<file path="src/common/uart_irq_pkg.sv">
// constants for the uart interrupt level and mask block
// assumes an apb slave with 32-bit data, one clock, synchronous reset
package uart_irq_pkg;
  localparam int          DATA_W          = 32;
  localparam int          ADDR_W          = 8;
  localparam logic [7:0]  OFS_TRIG_LEVEL  = 8'h34;
  localparam logic [7:0]  OFS_IRQ_MASK    = 8'h38;
  localparam logic [7:0]  OFS_RAW_STATUS  = 8'h3c;
  localparam logic [7:0]  OFS_MASKED_STAT = 8'h40;
  localparam logic [7:0]  OFS_IRQ_CLEAR   = 8'h44;
  localparam int          TX_TRIG_LSB     = 0;
  localparam int          RX_TRIG_LSB     = 3;
  localparam int          TRIG_W          = 3;
  localparam logic [2:0]  TRIG_RESET      = 3'h2;
  localparam logic [2:0]  TRIG_RESERVED   = 3'h7;
  localparam int          SRC_W           = 13;
  localparam logic [12:0] SRC_VALID       = 13'h1ff2;
  localparam logic [12:0] MASK_RESET      = 13'h0000;
  localparam int          BIT_CTS         = 1;
  localparam int          BIT_RX_LEVEL    = 4;
  localparam int          BIT_TX_LEVEL    = 5;
  localparam int          BIT_RX_TIMEOUT  = 6;
  localparam int          BIT_FRAMING     = 7;
  localparam int          BIT_PARITY      = 8;
  localparam int          BIT_BREAK       = 9;
  localparam int          BIT_OVERRUN     = 10;
  localparam int          BIT_XOFF        = 11;
  localparam int          BIT_TX_EMPTY    = 12;
  localparam int          FIFO_DEPTH      = 64;
  localparam int          LEVEL_W         = 7;
endpackage

</file>
<file path="src/rtl/uart_event_latch.sv">
// one sticky interrupt status bit: event sets, write-one clears
// set wins over clear in the same cycle so no event is lost
`timescale 1ns/1ps
`default_nettype none
module uart_event_latch (
  input  wire logic i_ref_clk,
  input  wire logic i_rst,
  input  wire logic i_set,
  input  wire logic i_clr,
  output logic      o_pend
);
  logic pend;
  logic next_pend;
  always_comb begin
    next_pend = i_set | (pend & ~i_clr);
  end
  always_ff @(posedge i_ref_clk) begin
    if (i_rst) begin
      pend <= 1'b0;
    end else begin
      pend <= next_pend;
    end
  end
  assign o_pend = pend;
endmodule
`default_nettype wire

</file>
<file path="src/rtl/uart_fifo_threshold.sv">
// compares one fifo fill or space count against a trigger code
// assumes level is a plain count on the same clock, 0..depth
`timescale 1ns/1ps
`default_nettype none
module uart_fifo_threshold
  import uart_irq_pkg::*;
#(
  parameter int DEPTH = uart_irq_pkg::FIFO_DEPTH
) (
  input  wire logic [uart_irq_pkg::TRIG_W-1:0]  i_code,
  input  wire logic [uart_irq_pkg::LEVEL_W-1:0] i_level,
  output logic                                  o_reached
);
  logic [LEVEL_W-1:0] thresh;
  always_comb begin
    // code 7 reserved: behave as reset code
    unique case ((i_code == TRIG_RESERVED) ? TRIG_RESET : i_code)
      3'h0:    thresh = LEVEL_W'(DEPTH / 64);
      3'h1:    thresh = LEVEL_W'(DEPTH / 32);
      3'h2:    thresh = LEVEL_W'(DEPTH / 16);
      3'h3:    thresh = LEVEL_W'(DEPTH / 8);
      3'h4:    thresh = LEVEL_W'(DEPTH / 4);
      3'h5:    thresh = LEVEL_W'(DEPTH / 2);
      default: thresh = LEVEL_W'((DEPTH * 3) / 4);
    endcase
    o_reached = (i_level >= thresh);
  end
endmodule
`default_nettype wire

</file>
<file path="src/rtl/uart_irq_level_and_mask.sv">
// uart interrupt trigger levels, enable mask, status and clear, apb slave
// assumes raw events and fifo levels come from logic on i_ref_clk
`timescale 1ns/1ps
`default_nettype none
module uart_irq_level_and_mask
  import uart_irq_pkg::*;
#(
  parameter int DEPTH = uart_irq_pkg::FIFO_DEPTH
) (
  input  wire logic                                i_ref_clk,
  input  wire logic                                i_rst,
  input  wire logic                                i_psel,
  input  wire logic                                i_penable,
  input  wire logic                                i_pwrite,
  input  wire logic [uart_irq_pkg::ADDR_W-1:0]     i_paddr,
  input  wire logic [uart_irq_pkg::DATA_W-1:0]     i_pwdata,
  output logic [uart_irq_pkg::DATA_W-1:0]          o_prdata,
  output logic                                     o_pready,
  output logic                                     o_pslverr,
  input  wire logic [uart_irq_pkg::SRC_W-1:0]      i_raw_event,
  input  wire logic [uart_irq_pkg::LEVEL_W-1:0]    i_tx_fifo_space,
  input  wire logic [uart_irq_pkg::LEVEL_W-1:0]    i_rx_fifo_fill,
  output logic [uart_irq_pkg::TRIG_W-1:0]          o_tx_trigger_level,
  output logic [uart_irq_pkg::TRIG_W-1:0]          o_rx_trigger_level,
  output logic [uart_irq_pkg::SRC_W-1:0]           o_masked_status,
  output logic                                     o_uart_irq
);
  import uart_irq_pkg::*;

  typedef struct packed {
    logic [TRIG_W-1:0] tx_trigger_level;
    logic [TRIG_W-1:0] rx_trigger_level;
    logic [SRC_W-1:0]  interrupt_enable_mask;
    logic [DATA_W-1:0] rdata;
    logic              slverr;
    logic              irq;
    logic              tx_lvl_q;
    logic              rx_lvl_q;
  } state_t;

  state_t st;
  state_t next_st;

  logic              access;
  logic              wr;
  logic              rd;
  logic              tx_reached;
  logic              rx_reached;
  logic [SRC_W-1:0]  events;
  logic [SRC_W-1:0]  clr;
  logic [SRC_W-1:0]  pend;
  logic [SRC_W-1:0]  masked;
  logic              addr_ok;

  // zero wait states: pready tied high, every access done in its access phase
  assign access = i_psel & i_penable;
  assign wr     = access & i_pwrite;
  assign rd     = access & ~i_pwrite;
  assign addr_ok = (i_paddr == OFS_TRIG_LEVEL) || (i_paddr == OFS_IRQ_MASK)
                || (i_paddr == OFS_RAW_STATUS) || (i_paddr == OFS_MASKED_STAT)
                || (i_paddr == OFS_IRQ_CLEAR);

  uart_fifo_threshold #(.DEPTH(DEPTH)) u_tx_thr (
    .i_code    (st.tx_trigger_level),
    .i_level   (i_tx_fifo_space),
    .o_reached (tx_reached)
  );

  uart_fifo_threshold #(.DEPTH(DEPTH)) u_rx_thr (
    .i_code    (st.rx_trigger_level),
    .i_level   (i_rx_fifo_fill),
    .o_reached (rx_reached)
  );

  // level crossings are edge events so a cleared level irq stays cleared
  always_comb begin
    events = i_raw_event & SRC_VALID;
    events[BIT_TX_LEVEL] = i_raw_event[BIT_TX_LEVEL] | (tx_reached & ~st.tx_lvl_q);
    events[BIT_RX_LEVEL] = i_raw_event[BIT_RX_LEVEL] | (rx_reached & ~st.rx_lvl_q);
  end

  // clear register: only the valid source bits act
  assign clr = (wr && i_paddr == OFS_IRQ_CLEAR) ? (i_pwdata[SRC_W-1:0] & SRC_VALID)
                                                : '0;

  genvar g;
  generate
    for (g = 0; g < SRC_W; g++) begin : g_src
      if (SRC_VALID[g]) begin : g_on
        uart_event_latch u_latch (
          .i_ref_clk (i_ref_clk),
          .i_rst     (i_rst),
          .i_set     (events[g]),
          .i_clr     (clr[g]),
          .o_pend    (pend[g])
        );
      end else begin : g_off
        assign pend[g] = 1'b0;
      end
    end
  endgenerate

  assign masked = pend & st.interrupt_enable_mask;

  always_comb begin
    next_st          = st;
    next_st.tx_lvl_q = tx_reached;
    next_st.rx_lvl_q = rx_reached;
    next_st.irq      = |masked;
    next_st.slverr   = 1'b0;
    if (wr) begin
      unique case (i_paddr)
        OFS_TRIG_LEVEL: begin
          next_st.tx_trigger_level = i_pwdata[TX_TRIG_LSB +: TRIG_W];
          next_st.rx_trigger_level = i_pwdata[RX_TRIG_LSB +: TRIG_W];
        end
        OFS_IRQ_MASK: begin
          // reserved positions dropped on write
          // enables at 1 and 4..12
          next_st.interrupt_enable_mask = i_pwdata[SRC_W-1:0] & SRC_VALID;
        end
        default: begin
          next_st.slverr = ~addr_ok;
        end
      endcase
    end
    if (rd) begin
      next_st.rdata = '0;
      unique case (i_paddr)
        OFS_TRIG_LEVEL: begin
          next_st.rdata[TX_TRIG_LSB +: TRIG_W] = st.tx_trigger_level;
          next_st.rdata[RX_TRIG_LSB +: TRIG_W] = st.rx_trigger_level;
        end
        OFS_IRQ_MASK:    next_st.rdata[SRC_W-1:0] = st.interrupt_enable_mask;
        OFS_RAW_STATUS:  next_st.rdata[SRC_W-1:0] = pend;
        OFS_MASKED_STAT: next_st.rdata[SRC_W-1:0] = masked;
        default: begin
          next_st.slverr = ~addr_ok;
        end
      endcase
    end
  end

  always_ff @(posedge i_ref_clk) begin
    if (i_rst) begin
      st                       <= '0;
      st.tx_trigger_level      <= TRIG_RESET;
      st.rx_trigger_level      <= TRIG_RESET;
      st.interrupt_enable_mask <= MASK_RESET;
    end else begin
      st <= next_st;
    end
  end

  // read data is combinational over the register so it is valid in the access phase
  always_comb begin
    o_prdata = '0;
    if (rd) begin
      unique case (i_paddr)
        OFS_TRIG_LEVEL: begin
          o_prdata[TX_TRIG_LSB +: TRIG_W] = st.tx_trigger_level;
          o_prdata[RX_TRIG_LSB +: TRIG_W] = st.rx_trigger_level;
        end
        OFS_IRQ_MASK:    o_prdata[SRC_W-1:0] = st.interrupt_enable_mask;
        OFS_RAW_STATUS:  o_prdata[SRC_W-1:0] = pend;
        OFS_MASKED_STAT: o_prdata[SRC_W-1:0] = masked;
        default:         o_prdata = '0;
      endcase
    end
  end

  assign o_pready           = 1'b1;
  assign o_pslverr          = access & ~addr_ok;
  assign o_tx_trigger_level = st.tx_trigger_level;
  assign o_rx_trigger_level = st.rx_trigger_level;
  assign o_masked_status    = masked;
  assign o_uart_irq         = |masked;

  // checks
  property p_trig_reset;
    @(posedge i_ref_clk) $fell(i_rst) |->
      (st.tx_trigger_level == TRIG_RESET) && (st.rx_trigger_level == TRIG_RESET);
  endproperty
  a_trig_reset: assert property (p_trig_reset) else $error("trigger reset wrong");

  property p_rx_write;
    @(posedge i_ref_clk) disable iff (i_rst)
      (wr && i_paddr == OFS_TRIG_LEVEL) |=>
        st.rx_trigger_level == $past(i_pwdata[5:3]);
  endproperty
  a_rx_write: assert property (p_rx_write) else $error("rx trigger not written");

  property p_mask_write;
    @(posedge i_ref_clk) disable iff (i_rst)
      (wr && i_paddr == OFS_IRQ_MASK) |=>
        st.interrupt_enable_mask == ($past(i_pwdata[SRC_W-1:0]) & SRC_VALID);
  endproperty
  a_mask_write: assert property (p_mask_write) else $error("mask not written");

  property p_cts_pos;
    @(posedge i_ref_clk) disable iff (i_rst)
      (wr && i_paddr == OFS_IRQ_MASK && i_pwdata[1]) |=> st.interrupt_enable_mask[1];
  endproperty
  a_cts_pos: assert property (p_cts_pos) else $error("cts enable misplaced");

  property p_masked;
    @(posedge i_ref_clk) disable iff (i_rst)
      masked[BIT_FRAMING] == (pend[BIT_FRAMING] && st.interrupt_enable_mask[7]);
  endproperty
  a_masked: assert property (p_masked) else $error("masked status wrong");

  property p_clear;
    @(posedge i_ref_clk) disable iff (i_rst)
      (wr && i_paddr == OFS_IRQ_CLEAR && i_pwdata[8] && !events[8]) |=> !pend[8];
  endproperty
  a_clear: assert property (p_clear) else $error("clear failed");

  property p_set_wins;
    @(posedge i_ref_clk) disable iff (i_rst)
      events[10] |=> pend[10];
  endproperty
  a_set_wins: assert property (p_set_wins) else $error("event lost");

  property p_reserved;
    @(posedge i_ref_clk) disable iff (i_rst)
      (rd && i_paddr == OFS_IRQ_MASK) |-> (o_prdata[31:13] == '0) && (o_prdata[0] == 1'b0);
  endproperty
  a_reserved: assert property (p_reserved) else $error("reserved bits nonzero");

  property p_irq;
    @(posedge i_ref_clk) disable iff (i_rst)
      o_uart_irq == (|(pend & st.interrupt_enable_mask));
  endproperty
  a_irq: assert property (p_irq) else $error("irq output wrong");

  c_irq:   cover property (@(posedge i_ref_clk) disable iff (i_rst) $rose(o_uart_irq));
  c_clear: cover property (@(posedge i_ref_clk) disable iff (i_rst) (clr != '0) ##1 !o_uart_irq);
  c_tx:    cover property (@(posedge i_ref_clk) disable iff (i_rst) $rose(tx_reached));
endmodule
`default_nettype wire

</file>
<file path="config.mk">
export PLATFORM = sky130hd
export DESIGN_NAME = uart_irq_level_and_mask
export DESIGN_NICKNAME = d
export VERILOG_FILES = /design/src/common/uart_irq_pkg.sv /design/src/rtl/uart_event_latch.sv /design/src/rtl/uart_fifo_threshold.sv /design/src/rtl/uart_irq_level_and_mask.sv
export SDC_FILE = /design/constraint.sdc
export NUM_CORES = 1
export LEC_CHECK = 0
export BUFFER_PORTS_ARGS = -buffer_cell sky130_fd_sc_hd__buf_2
export CORE_MARGIN = 4
export CORE_UTILIZATION = 25
export CTS_CLUSTER_SIZE = 20
export DETAILED_ROUTE_END_ITERATION = 12
export PLACE_DENSITY = 0.57
export SYNTH_ARGS = -nofsm -noshare
export SYNTH_HDL_FRONTEND = slang
export SYNTH_SLANG_ARGS = --single-unit
</file>
<file path="constraint.sdc">
create_clock -name i_ref_clk -period 1.9 [get_ports i_ref_clk]
set_input_delay 0.38 -clock i_ref_clk [delete_from_list [all_inputs] [get_ports i_ref_clk]]
set_output_delay 0.38 -clock i_ref_clk [all_outputs]
set_load 0.005 [all_outputs]
</file>
==> impl_metrics.tcl <==
set metrics [dict create \
    clkTransAtPathRegs_ns 0.10 \
    status "complete, but fails checks" \
    worst_ep_required_time_ns 1.52 \
    reg2reg_to "g_src[5].g_on.u_latch.o_pend$_SDFF_PP0_" \
    area_delta_synth_final_pct 48.5 \
    slew_violations 0 \
    die_area_sq_mm 0.00985 \
    crit_path_start "g_src[12].g_on.u_latch.o_pend$_SDFF_PP0_" \
    grt_pass1_vias 2159 \
    fin_crit_ns 2.39 \
    fin_ws_ns -0.490 \
    cp_max_fo 2 \
    start_kind "register" \
    num_io_pins 126 \
    core_sq_mm 0.00818 \
    cellLeakagePower_nw 1.44 \
    fin_util_pct 37.8 \
    antenna_found_initial 0 \
    post_synth.cell_area_avg_sq_um 7.54 \
    postLayoutCellArea_sq_mm 0.00309 \
    grt_max_degree 21 \
    cts-hold-fix-buffers 0 \
    min_path_type "input pin to register" \
    setup_viol 11 \
    die_x_um 99.3 \
    overflow 0 \
    dr.first_iter.drc_count 113 \
    io_buffers 80 \
    rows 33 \
    worstSetupPathType "register to output pin" \
    initial_core_util_pct 25.5 \
    min_to "g_src[9].g_on.u_latch.o_pend$_SDFF_PP0_" \
    finalWeightedCongestion 0.809 \
    reg2reg_from "o_tx_trigger_level[2]$_SDFFE_PP0P_" \
    ys_ff_latch 28 \
    netlist_instances 276 \
    power_mw 1.33 \
    place_inst 477 \
    cts_max_level 1 \
    violations "setup timing" \
    r2r_slack_ns 0.15 \
    antenna_left 0 \
    ff2ff_path_depth 7 \
    synth-edff-count 0 \
    cp_data_arrival_time_ns 2.01 \
    post-place-ws_ns -0.207 \
    vias_per_cell 4.63 \
    drv_cap 0 \
    routed_wl_um 6670 \
    hold_path_depth 3 \
    cts_tree "yes" \
    skew_ns 0.000331 \
    root_buffer "clkbuf_8" \
    die_h_um 99.3 \
    postSynth.asyncResetShare_pct 0 \
    powerDensity_mw_per_mm2 429 \
    vias 2249 \
    drive_gt1_share_pct 42.3 \
    yosys_warnings 0 \
    numClockSinks 28 \
    grt_pass1_wl_um 10300 \
    numCtsBuffers 3 \
    end_kind "output pin" \
    wl_per_cell_um 13.7 \
    final_cells 486 \
    ys_types 41 \
    n_antenna_cell 0 \
    hpwl_um 5070 \
    drtPass1Iterations 4 \
    synthFlopType "dfxtp_1" \
    post-route-period-util_pct 126 \
    ir_drop_uv 257 \
    nNetsFinal 466 \
    ys_seq_area_share_pct 26.9 \
    fmax_mhz 418 \
    placed_area_sq_mm 0.00272 \
    rsz0062_at_grt "yes" \
    syn_area_sq_mm 0.00208 \
    clock_latency_ns 0.28 \
    hold_viol_final 0 \
    clockBufferDepth 2 \
    drc 0 \
    hold_path.startpoint "i_raw_event[9]" \
    grt_usage_pct 12.8 \
]
## flip-flops by register name, indices dropped and copies added, names as in the netlist
register                   flops
st                            12
g_src.g_on.u_latch.o_pend     10
o_tx_trigger_level             3
o_rx_trigger_level             3
## worst max-delay path, stage by stage (launching register included)
cell and delay [ns]:
dfxtp_1 0.32, and2_1 0.17, or2_0 0.22, or4_1 0.48, or4_1 0.39, buf_2 0.14
## worst max-delay path by stage
stage,end,cells past startpoint
floorplan,o_uart_irq,4
global placement,o_prdata[10],7
detailed placement,o_prdata[10],7
CTS,o_uart_irq,5
global route,o_uart_irq,5
finish,o_uart_irq,5
## logic make-up (layout without fill, tap and decap cells)
family                     count (synthesis)  count (layout)  share of synthesized area (%)
AOI/OAI and AO/OA                         56              56                           16.6
xor gates and xnor gates                   2               2                          0.841
adders and majority gates                 12              12                           7.21
buffers and inverters                     53             137                           15.0
DFF                                       28              28                           26.9
muxes                                      8               8                           4.03
other                                      2              23                          0.361
and+or+nand+nor                          115             115                           29.0
## stage by stage
stage | hold WS, ns | setup TNS (ns)
5_1_grt | 0.288 | -1.64
3_3_place_gp | 0.444 | -1.85
2_1_floorplan | 0.436 | 0
4_1_cts | 0.287 | -0.748
6_report | 0.288 | -0.872
3_5_place_dp | 0.446 | -1.82
## layout make-up
type / instances / area (sq um)
Fill cell: 898 / 5080
Inverter: 8 / 30.0
Clock inverter: 1 / 30.0
Multi-Input combinational cell: 216 / 1490
Timing Repair Buffer: 125 / 806
Sequential cell: 28 / 562
Tap cell: 105 / 131
Clock buffer: 3 / 41.3
## power by group
| group | internal (mW) | switching (mW) | leakage (nW) |
|---|---|---|---|
| logic | 0.108 | 0.114 | 1.18 |
| registers | 0.607 | 0.0158 | 0.230 |
| clock network | 0.283 | 0.199 | 0.0357 |
## Yosys cell counts (all sizes together), types with 8 or more instances
master | count | area share (%)
ha | 12 | 7.2
a21oi | 31 | 7.5
clkbuf | 11 | 2.0
o2bb2ai | 11 | 4.6
nor2 | 21 | 3.8
inv | 8 | 1.4
buf | 34 | 12
dfxtp | 28 | 27
nand4 | 11 | 3.3
nand2 | 26 | 4.7
and2 | 14 | 4.3
nand3 | 17 | 4.1
## layer usage
metal | share of wire, % | vias up | wire length (um) | global-route usage [%]
li1 | - | 1121 | - | -
met1 | 43 | 1060 | 2900 | 16.6
met2 | 48 | 64 | 3230 | 21.5
met3 | 7.2 | 4 | 479 | 3.09
met4 | 0.88 | 0 | 59 | 2.84
met5 | 0 | - | 0 | 0
## cells in the final DEF (no fill, tap or decap), types with 2 or more instances in the layout
cell / count
o2bb2ai_2: 4
nor3_1: 2
nand2b_1: 4
a21oi_2: 3
a211o_1: 2
inv_1: 7
o2bb2ai_1: 4
buf_4: 38
and4_4: 2
xor2_1: 2
or2_0: 2
nor2b_1: 3
ha_1: 12
nand3b_1: 3
and3_4: 2
clkbuf_8: 3
and2_4: 4
conb_1: 23
a21oi_1: 25
a21o_1: 2
nand3_1: 16
o2bb2ai_4: 3
nor2_1: 20
a21oi_4: 3
a211oi_1: 2
dfxtp_1: 27
o21ai_0: 4
nand2_1: 26
buf_6: 12
mux2i_1: 5
nand4_1: 11
or4_1: 2
and2_1: 10
buf_2: 74
## what timing repair did
action	CTS	global route
gates cloned	0	0
setup buffers	4	1
pin swaps	7	13
resized for setup	34	18
setup endpoints to repair	14	15
(Power assumes the default switching activity.)
